===== src/icl_pkg.sv =====
package icl_pkg;

  localparam int CLK_NS = 20;
  localparam int LINK_DIV = 8;
  localparam logic [2:0] DIV_LAST = 3'h7;
  localparam logic [2:0] DIV_HALF = 3'h4;
  localparam int LINK_NS = CLK_NS * LINK_DIV;
  localparam int NBANK = 8;
  localparam int NTMR = 9;
  localparam int DEV_TMR = 8;

  // delays in ns, counted on link clock periods
  localparam int ACT_TO_ACT_DELAY_NS = 10;
  localparam int ACT_TO_COLUMN_DELAY_NS = 18;
  localparam int PRECHARGE_DELAY_NS = 18;
  localparam int MODE_READ_DELAY_NS = 40;
  localparam int MODE_WRITE_DELAY_NS = 80;
  localparam int POWER_DOWN_EXIT_DELAY_NS = 8;
  localparam int REFRESH_DELAY_NS = 210;
  localparam int INIT_DELAY_NS = 10000;

  // least times round up, never below one period
  function automatic logic [7:0] icl_ticks_up(input int ns);
    int t;
    t = (ns + LINK_NS - 1) / LINK_NS;
    if (t < 1) begin
      t = 1;
    end
    return t[7:0];
  endfunction

  localparam logic [7:0] RRD_TICKS = icl_ticks_up(ACT_TO_ACT_DELAY_NS);
  localparam logic [7:0] RCD_TICKS = icl_ticks_up(ACT_TO_COLUMN_DELAY_NS);
  localparam logic [7:0] RP_TICKS = icl_ticks_up(PRECHARGE_DELAY_NS);
  localparam logic [7:0] MRR_TICKS = icl_ticks_up(MODE_READ_DELAY_NS);
  localparam logic [7:0] MRW_TICKS = icl_ticks_up(MODE_WRITE_DELAY_NS);
  localparam logic [7:0] XP_TICKS = icl_ticks_up(POWER_DOWN_EXIT_DELAY_NS);
  localparam logic [7:0] RFC_TICKS = icl_ticks_up(REFRESH_DELAY_NS);
  localparam logic [7:0] INIT_TICKS = icl_ticks_up(INIT_DELAY_NS);
  // burst of eight beats, two per link period
  localparam logic [7:0] BURST_TICKS = 8'h04;
  localparam logic [2:0] BURST_CNT = 3'h4;
  localparam logic [2:0] RL_TICKS = 3'h3;
  localparam logic [15:0] MR_RESET_ADDR = 16'h003f;
  localparam logic [3:0] MASK_ALL = 4'hf;

  typedef enum logic [3:0] {
    CMD_NOP = 4'h0,
    CMD_ACT = 4'h1,
    CMD_RD = 4'h2,
    CMD_WR = 4'h3,
    CMD_PRE = 4'h4,
    CMD_PREA = 4'h5,
    CMD_REF = 4'h6,
    CMD_MRW = 4'h7,
    CMD_MRR = 4'h8,
    CMD_RST = 4'h9
  } icl_cmd_t;

  typedef enum logic [3:0] {
    B_IDLE = 4'h0,
    B_ACTING = 4'h1,
    B_ACTIVE = 4'h2,
    B_PRE = 4'h3,
    B_RD = 4'h4,
    B_WR = 4'h5,
    B_RDAP = 4'h6,
    B_WRAP = 4'h7,
    B_MRR_I = 4'h8,
    B_MRR_A = 4'h9
  } icl_bank_t;

  typedef enum logic [2:0] {
    D_PWRON = 3'h0,
    D_RESETTING = 3'h1,
    D_NORMAL = 3'h2,
    D_MRW = 3'h3,
    D_MRR_RST = 3'h4,
    D_REFRESH = 3'h5
  } icl_dev_t;

  function automatic logic icl_is_rd(input icl_bank_t b);
    return (b == B_RD) || (b == B_RDAP);
  endfunction

  function automatic logic icl_is_wr(input icl_bank_t b);
    return (b == B_WR) || (b == B_WRAP);
  endfunction

  function automatic logic icl_is_mrr(input icl_bank_t b);
    return (b == B_MRR_I) || (b == B_MRR_A);
  endfunction

endpackage


===== src/icl_tmr_if.sv =====
`timescale 1ns/1ps
interface icl_tmr_if;
  logic start;
  logic [7:0] load;
  logic tick;
  logic busy;
  logic done;
  modport ctl (output start, output load, output tick, input busy, input done);
  modport tmr (input start, input load, input tick, output busy, output done);
endinterface


===== src/icl_timer.sv =====
`timescale 1ns/1ps
module icl_timer (
  input wire logic clk,
  input wire logic rst_n,
  icl_tmr_if.tmr t
);

  typedef struct packed {
    logic [7:0] cnt;
  } icl_tmr_st_t;

  icl_tmr_st_t r;
  icl_tmr_st_t n;

  assign t.busy = (r.cnt != 8'h00);
  assign t.done = (r.cnt == 8'h01) && t.tick;

  // a fresh start overrides any count in flight
  always_comb begin
    n = r;
    if (t.start) begin
      n.cnt = t.load;
    end else if (t.tick && (r.cnt != 8'h00)) begin
      n.cnt = r.cnt - 8'h01;
    end
  end

  always_ff @(posedge clk) begin
    if (!rst_n) begin
      r <= '0;
    end else begin
      r <= n;
    end
  end

endmodule


===== src/icl_host.sv =====
`timescale 1ns/1ps
// Functional notes
// - wait act_to_act_delay between activates
// - no write while any read burst
// - no read while any write burst
// - precharge all only when all valid
// - refresh and mode write need all idle
// - only nops during mode read/write
// - reset only at power-on, all idle (also taken in normal state when all banks are idle)
// - commands only after exit delay, cke high
// - refuse every unlisted command sequence
// - auto precharge frees its own bank
// - mask travels with each write beat
// - precharge of idle bank still waits
module icl_host (
  input wire logic clk,
  input wire logic rst_n,
  input wire logic req_valid,
  input wire icl_pkg::icl_cmd_t req_cmd,
  input wire logic [2:0] req_bank,
  input wire logic req_ap,
  input wire logic [15:0] req_addr,
  input wire logic [31:0] req_wdata,
  input wire logic [3:0] req_wmask,
  output logic req_ready,
  output logic req_err,
  output logic [31:0] rd_data,
  output logic rd_valid,
  output logic dev_ck,
  output logic dev_cke,
  output logic dev_cs_n,
  output icl_pkg::icl_cmd_t dev_cmd,
  output logic [2:0] dev_bank,
  output logic dev_ap,
  output logic [15:0] dev_addr,
  input wire logic [31:0] dq_in,
  output logic [31:0] dq_out,
  output logic dq_oe,
  output logic [3:0] write_byte_mask
);

  typedef struct packed {
    logic [2:0] div;
    logic ck;
    logic cke;
    logic started;
    icl_pkg::icl_dev_t dst;
    icl_pkg::icl_bank_t [icl_pkg::NBANK-1:0] bst;
    logic [7:0] rrd;
    logic [icl_pkg::RL_TICKS-1:0] rdp;
    logic [2:0] wrc;
    logic cs_n;
    icl_pkg::icl_cmd_t cmd;
    logic [2:0] bank;
    logic ap;
    logic [15:0] addr;
    logic [31:0] dq_out;
    logic dq_oe;
    logic [3:0] mask;
    logic [31:0] rd_data;
    logic rd_valid;
    logic [31:0] dq_s1;
    logic [31:0] dq_s2;
  } icl_host_st_t;

  icl_host_st_t r;
  icl_host_st_t n;
  logic tick;
  logic legal;
  logic [icl_pkg::NTMR-1:0] tstart;
  logic [icl_pkg::NTMR-1:0][7:0] tload;
  logic [icl_pkg::NTMR-1:0] tbusy;
  logic [icl_pkg::NTMR-1:0] tdone;

  icl_tmr_if tmr[icl_pkg::NTMR] ();

  // one timer per bank plus one for device-wide waits
  for (genvar g = 0; g < icl_pkg::NTMR; g++) begin : g_tmr
    assign tmr[g].start = tstart[g];
    assign tmr[g].load = tload[g];
    assign tmr[g].tick = tick;
    assign tbusy[g] = tmr[g].busy;
    assign tdone[g] = tmr[g].done;
    icl_timer u_tmr (
      .clk(clk),
      .rst_n(rst_n),
      .t(tmr[g])
    );
  end

  // commands change on the falling link edge, device samples the rising one
  assign tick = (r.div == icl_pkg::DIV_LAST);

  assign dev_ck = r.ck;
  assign dev_cke = r.cke;
  assign dev_cs_n = r.cs_n;
  assign dev_cmd = r.cmd;
  assign dev_bank = r.bank;
  assign dev_ap = r.ap;
  assign dev_addr = r.addr;
  assign dq_out = r.dq_out;
  assign dq_oe = r.dq_oe;
  assign write_byte_mask = r.mask;
  assign rd_data = r.rd_data;
  assign rd_valid = r.rd_valid;
  assign req_ready = req_valid && tick && legal;
  assign req_err = req_valid && tick && !legal;

  always_comb begin
    icl_pkg::icl_bank_t tb;
    logic any_rd;
    logic any_wr;
    logic any_mrr;
    logic any_burst;
    logic all_idle;
    logic all_pre_ok;
    logic quiet;
    tb = r.bst[req_bank];
    any_burst = 1'b0;
    quiet = 1'b0;
    any_rd = 1'b0;
    any_wr = 1'b0;
    any_mrr = 1'b0;
    all_idle = 1'b1;
    all_pre_ok = 1'b1;
    for (int b = 0; b < icl_pkg::NBANK; b++) begin
      any_rd = any_rd | icl_pkg::icl_is_rd(r.bst[b]);
      any_wr = any_wr | icl_pkg::icl_is_wr(r.bst[b]);
      any_mrr = any_mrr | icl_pkg::icl_is_mrr(r.bst[b]);
      all_idle = all_idle & (r.bst[b] == icl_pkg::B_IDLE);
      all_pre_ok = all_pre_ok & ((r.bst[b] == icl_pkg::B_IDLE) || (r.bst[b] == icl_pkg::B_ACTIVE));
    end
    any_burst = any_rd | any_wr;
    quiet = (r.dst == icl_pkg::D_NORMAL) && !any_mrr;

    // anything not matched below is refused
    legal = 1'b0;
    case (req_cmd)
      icl_pkg::CMD_NOP: legal = 1'b1;
      icl_pkg::CMD_ACT: legal = quiet && (tb == icl_pkg::B_IDLE) && (r.rrd == 8'h00);
      icl_pkg::CMD_RD: legal = quiet && ((tb == icl_pkg::B_ACTIVE) || (tb == icl_pkg::B_RD)) && !any_wr;
      icl_pkg::CMD_WR: legal = quiet && ((tb == icl_pkg::B_ACTIVE) || (tb == icl_pkg::B_WR)) && !any_rd;
      icl_pkg::CMD_PRE: legal = quiet && ((tb == icl_pkg::B_IDLE) || (tb == icl_pkg::B_ACTIVE));
      icl_pkg::CMD_PREA: legal = quiet && all_pre_ok;
      icl_pkg::CMD_REF: legal = quiet && all_idle;
      icl_pkg::CMD_MRW: legal = quiet && all_idle;
      icl_pkg::CMD_MRR: legal = (quiet && !any_burst
                                 && (tb inside {icl_pkg::B_IDLE, icl_pkg::B_ACTING, icl_pkg::B_ACTIVE, icl_pkg::B_PRE}))
                                || (r.dst == icl_pkg::D_RESETTING);
      icl_pkg::CMD_RST: legal = ((r.dst == icl_pkg::D_PWRON) && r.started && !tbusy[icl_pkg::DEV_TMR])
                                || (quiet && all_idle && !any_burst);
      default: legal = 1'b0;
    endcase

    n = r;
    tstart = '0;
    tload = '0;
    n.div = r.div + 3'h1;
    n.ck = (n.div >= icl_pkg::DIV_HALF);
    n.cke = 1'b1;
    n.rd_valid = 1'b0;
    n.dq_s1 = dq_in;
    n.dq_s2 = r.dq_s1;

    // cke is high from here on; hold off all commands for the exit delay
    if ((r.dst == icl_pkg::D_PWRON) && !r.started) begin
      n.started = 1'b1;
      tstart[icl_pkg::DEV_TMR] = 1'b1;
      tload[icl_pkg::DEV_TMR] = icl_pkg::XP_TICKS;
    end

    // timed state ends
    for (int b = 0; b < icl_pkg::NBANK; b++) begin
      if (tdone[b]) begin
        case (r.bst[b])
          icl_pkg::B_ACTING: n.bst[b] = icl_pkg::B_ACTIVE;
          icl_pkg::B_PRE: n.bst[b] = icl_pkg::B_IDLE;
          icl_pkg::B_RD: n.bst[b] = icl_pkg::B_ACTIVE;
          icl_pkg::B_WR: n.bst[b] = icl_pkg::B_ACTIVE;
          icl_pkg::B_RDAP: n.bst[b] = icl_pkg::B_IDLE;
          icl_pkg::B_WRAP: n.bst[b] = icl_pkg::B_IDLE;
          icl_pkg::B_MRR_I: n.bst[b] = icl_pkg::B_IDLE;
          icl_pkg::B_MRR_A: n.bst[b] = icl_pkg::B_ACTIVE;
          default: n.bst[b] = r.bst[b];
        endcase
      end
    end
    if (tdone[icl_pkg::DEV_TMR]) begin
      case (r.dst)
        icl_pkg::D_RESETTING: n.dst = icl_pkg::D_NORMAL;
        icl_pkg::D_MRW: n.dst = icl_pkg::D_NORMAL;
        icl_pkg::D_REFRESH: n.dst = icl_pkg::D_NORMAL;
        icl_pkg::D_MRR_RST: begin
          // back to the reset state, initialisation runs its full time again
          n.dst = icl_pkg::D_RESETTING;
          tstart[icl_pkg::DEV_TMR] = 1'b1;
          tload[icl_pkg::DEV_TMR] = icl_pkg::INIT_TICKS;
        end
        default: n.dst = r.dst;
      endcase
    end

    if (tick) begin
      n.cs_n = 1'b1;
      n.cmd = icl_pkg::CMD_NOP;
      n.ap = 1'b0;
      if (r.rrd != 8'h00) begin
        n.rrd = r.rrd - 8'h01;
      end
      // one stage per pending read, so back-to-back reads each return their word
      n.rdp = {r.rdp[icl_pkg::RL_TICKS-2:0], 1'b0};
      if (r.rdp[icl_pkg::RL_TICKS-1]) begin
        n.rd_data = r.dq_s2;
        n.rd_valid = 1'b1;
      end
      if (r.wrc != 3'h0) begin
        n.wrc = r.wrc - 3'h1;
      end
      n.dq_oe = (n.wrc != 3'h0);
      if (n.wrc == 3'h0) begin
        n.mask = icl_pkg::MASK_ALL;
      end
    end

    if (req_valid && tick && legal && (req_cmd != icl_pkg::CMD_NOP)) begin
      n.cs_n = 1'b0;
      n.cmd = req_cmd;
      n.bank = req_bank;
      n.addr = req_addr;
      n.ap = req_ap && ((req_cmd == icl_pkg::CMD_RD) || (req_cmd == icl_pkg::CMD_WR));
      case (req_cmd)
        icl_pkg::CMD_ACT: begin
          n.bst[req_bank] = icl_pkg::B_ACTING;
          tstart[req_bank] = 1'b1;
          tload[req_bank] = icl_pkg::RCD_TICKS;
          // counts only the periods still barred, the issuing one excluded
          n.rrd = icl_pkg::RRD_TICKS - 8'h01;
        end
        icl_pkg::CMD_RD: begin
          n.bst[req_bank] = req_ap ? icl_pkg::B_RDAP : icl_pkg::B_RD;
          tstart[req_bank] = 1'b1;
          tload[req_bank] = req_ap ? icl_pkg::BURST_TICKS + icl_pkg::RP_TICKS : icl_pkg::BURST_TICKS;
          n.rdp[0] = 1'b1;
        end
        icl_pkg::CMD_WR: begin
          n.bst[req_bank] = req_ap ? icl_pkg::B_WRAP : icl_pkg::B_WR;
          tstart[req_bank] = 1'b1;
          tload[req_bank] = req_ap ? icl_pkg::BURST_TICKS + icl_pkg::RP_TICKS : icl_pkg::BURST_TICKS;
          n.wrc = icl_pkg::BURST_CNT;
          n.dq_out = req_wdata;
          n.mask = req_wmask;
          n.dq_oe = 1'b1;
        end
        icl_pkg::CMD_PRE: begin
          // an idle bank still serves the full precharge wait
          n.bst[req_bank] = icl_pkg::B_PRE;
          tstart[req_bank] = 1'b1;
          tload[req_bank] = icl_pkg::RP_TICKS;
        end
        icl_pkg::CMD_PREA: begin
          for (int b = 0; b < icl_pkg::NBANK; b++) begin
            n.bst[b] = icl_pkg::B_PRE;
            tstart[b] = 1'b1;
            tload[b] = icl_pkg::RP_TICKS;
          end
        end
        icl_pkg::CMD_REF: begin
          n.dst = icl_pkg::D_REFRESH;
          tstart[icl_pkg::DEV_TMR] = 1'b1;
          tload[icl_pkg::DEV_TMR] = icl_pkg::RFC_TICKS;
        end
        icl_pkg::CMD_MRW: begin
          n.dst = icl_pkg::D_MRW;
          tstart[icl_pkg::DEV_TMR] = 1'b1;
          tload[icl_pkg::DEV_TMR] = icl_pkg::MRW_TICKS;
        end
        icl_pkg::CMD_MRR: begin
          if (r.dst == icl_pkg::D_RESETTING) begin
            n.dst = icl_pkg::D_MRR_RST;
            tstart[icl_pkg::DEV_TMR] = 1'b1;
            tload[icl_pkg::DEV_TMR] = icl_pkg::MRR_TICKS;
          end else begin
            n.bst[req_bank] = ((tb == icl_pkg::B_IDLE) || (tb == icl_pkg::B_PRE)) ?
                              icl_pkg::B_MRR_I : icl_pkg::B_MRR_A;
            tstart[req_bank] = 1'b1;
            tload[req_bank] = icl_pkg::MRR_TICKS;
          end
        end
        icl_pkg::CMD_RST: begin
          n.cmd = icl_pkg::CMD_MRW;
          n.addr = icl_pkg::MR_RESET_ADDR;
          n.dst = icl_pkg::D_RESETTING;
          for (int b = 0; b < icl_pkg::NBANK; b++) begin
            n.bst[b] = icl_pkg::B_IDLE;
          end
          tstart[icl_pkg::DEV_TMR] = 1'b1;
          tload[icl_pkg::DEV_TMR] = icl_pkg::INIT_TICKS;
        end
        default: n.cmd = icl_pkg::CMD_NOP;
      endcase
    end
  end

  always_ff @(posedge clk) begin
    if (!rst_n) begin
      r <= '0;
      r.cs_n <= 1'b1;
      r.mask <= 4'hf;
    end else begin
      r <= n;
    end
  end

endmodule


===== config.mk =====
export PLATFORM = sky130hd
export DESIGN_NAME = icl_host
export DESIGN_NICKNAME = d
export VERILOG_FILES = /design/src/icl_pkg.sv /design/src/icl_tmr_if.sv /design/src/icl_timer.sv /design/src/icl_host.sv
export SDC_FILE = /design/constraint.sdc
export NUM_CORES = 1
export LEC_CHECK = 0
export BUFFER_PORTS_ARGS = -buffer_cell sky130_fd_sc_hd__buf_2
export CAP_MARGIN = 0
export CORE_MARGIN = 4
export CORE_UTILIZATION = 58
export DETAILED_ROUTE_END_ITERATION = 10
export PLACE_DENSITY = 0.81
export SLEW_MARGIN = 20
export SYNTH_ARGS = -nofsm -noshare
export SYNTH_HDL_FRONTEND = slang
export SYNTH_SLANG_ARGS = --single-unit

===== constraint.sdc =====
create_clock -name clk -period 3.3 [get_ports clk]
set_input_delay 0 -clock clk [delete_from_list [all_inputs] [get_ports clk]]
set_output_delay 0 -clock clk [all_outputs]
set_load 0.1 [all_outputs]

# --- Yosys cells after proc, flatten, opt, wreduce, memory -nomap -nowiden ---
# Cells that the tools add are included.
totals:
  register_bits: 286
  output_inout_bits: 99
  wordCells: 442
classes:
  bitwise_logic: 46
  eq_ne: 101
  order_cmp: 4
  muxes: 91
  n_addsub: 12
  n_reduce_logical: 150
op_table:
  columns: ["operator", "count"]
  rows:
  - ["64-bit case mux with 4 select lines", 1]
  - ["32-bit case mux with 7 select lines", 1]
  - ["210-bit two-way mux", 1]
  - ["8-bit two-way mux", 25]
  - ["4-bit by 3-bit == test with 1-bit output, second input constant", 38]
  - ["32-bit bitwise mux", 3]
  - ["4-bit by 2-bit == test with 1-bit output, second input constant", 20]
  - ["8-bit nonzero test", 10]
  - ["8-bit by 1-bit subtractor with 8-bit output, second input constant", 10]
  - ["72-bit bitwise mux", 1]
  - ["4-bit == test, second input constant", 18]
  - ["8-bit by 1-bit == test with 1-bit output, second input constant", 9]
  - ["72-bit two-way mux", 1]
  - ["4-bit case mux with 2 select lines", 9]
  - ["4-bit OR reduction", 17]
  - ["66-bit two-way mux", 1]
  - ["64-bit two-way mux", 1]
  - ["63-bit AND", 1]
  - ["56-bit NOT with 63-bit output", 1]
  - ["8-bit case mux with 6 select lines", 1]
  - ["4-bit two-way mux", 11]
  - ["43-bit two-way mux", 1]
  - ["1-bit logical AND", 41]
  - ["4-bit by 1-bit == test with 1-bit output, second input constant", 10]
  - ["other kinds (49)", 172]

# --- Depth between registers and ports, before layout ---
depth:
  depth_word: 19
  ltp_mapped: 13
  ltp_nobuf: 10

# --- Cells and area by module ---
# A second synthesis with hierarchy kept.
unflattened:
  hier_cells: 1802
  hier_area_um2: 14682.8
modules_own_cells:
  columns: ["mod", "area_each_um2", "instances", "cells_per_inst", "seq_area_each_um2"]
  rows:
  - ["icl_host", 10099.7, 1, 1244, 4264.1]
  - ["icl_timer", 509.2, 9, 62, 160.2]

# --- Worst setup path after synthesis ---
# Ideal clock, no wire load.
synth_timing:
  path_type: "register -> output"
  start: "register r[213] (netlist bit)"
  end: "output req_err"
  t_required_ps: 3300
  n_path_buf: 1
  path_stages_with_launch: 5
  slack_ps: -1251
  arrival_ps: 4551
  path_cell_list: "dfxtp_1 > ha_1 > clkbuf_1 > nand2_1 > nor4_1"
synth_between:
  elab_chain_len: 3
synth_lines:
  columns: ["item", "line_no", "source"]
  rows:
  - ["from (decl)", "icl_host.sv:66", "icl_host_st_t r;"]
  - ["from (signal assigned)", "icl_host.sv:310", "r <= n;"]
  - ["3-bit == test", "icl_host.sv:92", "assign tick = (r.div == icl_pkg::DIV_LAST);"]
  - ["1-bit logical AND (2 in a row)", "icl_host.sv:107", "assign req_err = req_valid && tick && !legal;"]
  - ["to (decl)", "icl_host.sv:26", "output logic req_err,"]
# No other way between the ends.

# --- Worst setup path after layout ---
layout_timing:
  start: "register r[198] (netlist bit)"
  end: "output req_ready"
layout_between:
  elab_chain_len: 11
layout_lines:
  columns: ["item", "line_no", "source"]
  rows:
  - ["parallel branches: the longest is 9 deep, another holds 4-bit binary-select mux with 3-bit select", null, null]
  - ["1-bit case mux with 9 select lines *", "icl_host.sv:138", "case (req_cmd)"]
  - ["1-bit logical AND *", "icl_host.sv:106", "assign req_ready = req_valid && tick && legal;"]
  - ["to (decl)", "icl_host.sv:25", "output logic req_ready,"]
# Mark *: on every way between the ends. The select of a mux whose other input is x is not followed.

==> impl_metrics.yaml <==
run_status:
  outcome: "finished, final reports clean"
placed_design:
  hpwlAfterDp_um: 26400
  placed_cells: 2041
  dpl_cell_area_um2: 14800
  gp_congestion: 0.977
  port_buffers: 193
critical_path:
  start_kind: "flop"
  crit_fanout: 6
  cp-end-kind: "primary output"
  reg2reg_to: "r[179]"
  path_cells: "mux4_2 -> mux2_2 -> nand2b_1 -> o221ai_1 -> and3_2 -> o31ai_4 -> inv_2 -> buf_4 -> buf_12"
  reg2reg_slack_ns: 0.12
  slowest_delay_ns: 0.48
  critPathBufInv: 3
  cpMaxStageDelayCell: "mux4_2"
  r2r_cells: 11
  critPathKind: "reg -> out"
  reg2reg_from: "r[195]"
  critPathLaunch: "r[198]"
  arrival_ns: 3.20
  cp_top_family: "multiplexers"
  worstPathRequired_ns: 3.30
floorplanning:
  initial_utilization_pct: 58.9
  num_rows: 56
  die_area_um2: 26300
  die_x_um: 162
  core_um2: 23400
  io_pins: 194
  die-height_um: 162
timing:
  final_max_slew_viol_count: 0
  fin_crit_sh_pct: 97.0
  hold_slack_ns: 0.0344
  min_period_ns: 3.20
  finalHoldViolCount: 0
  setup_tns_ns: 0
  slew_headroom_pct: 32.8
  setup_violations: 0
  fmax_ghz: 0.312
  tightest_slew_ns: 1.01
  fin_skew_ns: 0.0269
  rsz0062_at_grt: "false"
routing:
  via_per_inst: 5.92
  wl_um: 42000
  ant_nets: 0
  post_drt_wl_per_cell_um: 19.2
  vias: 12963
  dr.pass1.iters: 6
  drc_errors: 0
  drt_iter0_drc: 1659
grt:
  grtUsageMet3_pct: 7.71
  first_global_vias: 12482
  gr-usage-met2_pct: 50.7
  grt_pass1_wl_um: 65000
  use_met1_pct: 37.7
  track_usage_pct: 30.2
  grt_overflow: 0
  top_usage_layer: "met2"
  antenna_found_initial: 1
  grt_max_degree: 89
synth:
  yosysUniqueCellTypes: 77
  syn_nets: 1750
  yosysSeqAreaShare_pct: 41.4
  syn_area_um2: 13800
  synth-edff-count: 0
  syn_area_per_cell_um2: 8.45
  async_flop_share_pct: 0
  synth_warnings: 0
  syn_inst: 1630
  synth_flop_cell: "dfxtp_1"
  ys_seq_elements: 285
pwr:
  p_leak_nw: 6.87
  totalPowerFinal_mw: 7.28
  ir_drop_uv: 469
  power.density_nw_per_um2: 435
flow_run:
  cap_violations: 0
worst_hold_path:
  worst_hold_path_type: "in -> reg"
  hold_end: "r[211]"
  min_from: "rst_n"
  worstHoldPathCells: 3
clocking:
  cts_sinks: 285
  worstSkewPairLatency_ns: 0.57
  clk_pin_slew_ns: 0.07
  cts_buffers: 29
  cts.htree.levels: 1
  cts_tree: "built"
  clockRootBuffer: "clkbuf_16"
  clockBufferDepth: 3
finish:
  n_fill_cell: 1682
  fin_cells: 2188
  nNetsFinal: 1965
  synthToLayoutAreaGrowth_pct: 21.3
  layout-drive-gt1-share_pct: 20.6
  design_area_um2: 16700
## registers in the layout, summed over array words and instances, names as in the netlist
signal	count
dev_cke	1
dev_cs_n	1
rd_data	32
g_tmr.u_tmr.r	72
dq_oe	1
dev_addr	16
rd_valid	1
dev_ap	1
n	32
write_byte_mask	4
dq_out	32
r	85
dev_bank	3
dev_cmd	4
## cell type report
class                   count  area [um2]  area share (%)
multi-input cells        1116        6900            41.3
flip-flops and latches    285        5710            34.1
repair buffers            375        2610            15.6
clock buffers              41         831            4.97
well taps                 319         399            2.39
inverters                  38         145           0.868
clock inverters            13         120           0.719
diodes                      1        2.50          0.0150
## synthesized netlist by cell type, types with 4 or more instances
cell type | number | area (um2)
o21a_1 | 19 | 143
nor2b_1 | 10 | 62.6
buf_1 | 5 | 18.8
dfxtp_1 | 285 | 5710
buf_4 | 92 | 691
nor3b_1 | 7 | 52.6
o21ai_0 | 63 | 315
inv_1 | 34 | 128
nor4_1 | 19 | 119
or4_1 | 16 | 120
nand2b_1 | 10 | 62.6
mux4_2 | 8 | 180
and3_1 | 6 | 37.5
xnor2_1 | 44 | 385
a21oi_1 | 119 | 596
or2_2 | 9 | 56.3
xor2_1 | 23 | 201
o31a_1 | 4 | 35.0
buf_2 | 15 | 75.1
and3b_1 | 5 | 43.8
nand3b_1 | 5 | 37.5
o41a_1 | 5 | 56.3
nor4b_1 | 6 | 52.6
o211ai_1 | 13 | 97.6
mux2i_1 | 36 | 360
o31ai_1 | 8 | 60.1
nand2_1 | 157 | 589
a31oi_1 | 11 | 68.8
a221oi_2 | 5 | 75.1
o211a_1 | 9 | 90.1
a311oi_1 | 5 | 43.8
o22ai_1 | 19 | 119
nor3_1 | 49 | 245
nand3_1 | 41 | 205
and2_1 | 74 | 463
nor2_1 | 187 | 702
a211oi_1 | 18 | 135
or3_1 | 6 | 37.5
a22oi_1 | 5 | 37.5
nand4_1 | 10 | 62.6
o21ai_1 | 8 | 40.0
clkbuf_1 | 77 | 289
ha_1 | 25 | 313
## placed cells by master (no fill, tap or decap), drive strengths merged, types with 7 or more instances in the layout
master | Yosys | routed
a211oi | 18 | 18
a21oi | 119 | 119
a221oi | 7 | 7
a31oi | 11 | 11
and2 | 75 | 75
buf | 114 | 285
clkbuf | 77 | 42
clkinv | 2 | 9
dfxtp | 285 | 285
dlygate4sd3 | 0 | 89
ha | 25 | 25
inv | 36 | 38
mux2i | 36 | 36
mux4 | 8 | 8
nand2 | 157 | 157
nand2b | 10 | 10
nand3 | 41 | 41
nand4 | 10 | 10
nor2 | 187 | 187
nor2b | 10 | 10
nor3 | 49 | 49
nor3b | 7 | 7
nor4 | 20 | 20
o211a | 9 | 9
o211ai | 13 | 13
o21a | 19 | 19
o21ai | 71 | 71
o22ai | 19 | 19
o31ai | 10 | 10
or2 | 9 | 9
or4 | 16 | 16
xnor2 | 44 | 44
xor2 | 23 | 23
## routing by layer
layer,vias to the layer above,part of all wire (%)
li1,6020,-
met1,6070,38
met2,740,48
met3,133,10
met4,0,3.6
met5,-,0
## metrics by stage
stage / setup slack [ns] / util, %
finish: 0.0984 / 71.4
CTS: 0.0604 / 71.2
global placement: 0.0886 / 63.2
detailed placement: 0.0206 / 63.2
floorplan: 0.0877 / -
global route: 0.0123 / 71.4
## worst reg2reg max path, cell delays in order (launching register included)
cell and delay [ns]:
dfxtp_1 0.33, buf_4 0.14, mux4_2 0.50, mux2_4 0.32
nor4_2 0.25, a21oi_1 0.11, o31ai_4 0.26, o31ai_4 0.18
buf_4 0.22, buf_4 0.15, o41a_1 0.39, a311oi_1 0.25
## kinds of logic after synthesis
logic type      count (synthesis)  synth area share [%]
compound gates                349                  16.7
fa+ha+maj                      25                  2.27
xor+xnor                       67                  4.26
buf+inv                       229                  8.99
mux                            48                  4.28
flops                         285                  41.4
simple gates                  627                  22.1
## report_power, final
| group | internal (mW) | switching, mW |
|---|---|---|
| clock network | 1.85 | 1.43 |
| logic | 0.209 | 0.288 |
| registers | 3.48 | 0.0158 |
| total | 5.54 | 1.73 |
## worst max path at each step
stage / to / depth (start not counted)
finish: req_ready / 9
global route: r[174] / 12
floorplan: r[190] / 12
global placement: r[195] / 10
detailed placement: r[195] / 10
CTS: req_err / 10
## timing repair
item,in CTS,in global routing
resized for setup,2,8
hold endpoints to repair,90,0
setup buffers,3,0
pin swaps,1,0
endpoints found under the setup margin,2,89
hold buffers,89,0
No activity file was read; power rests on OpenSTA's default activity.
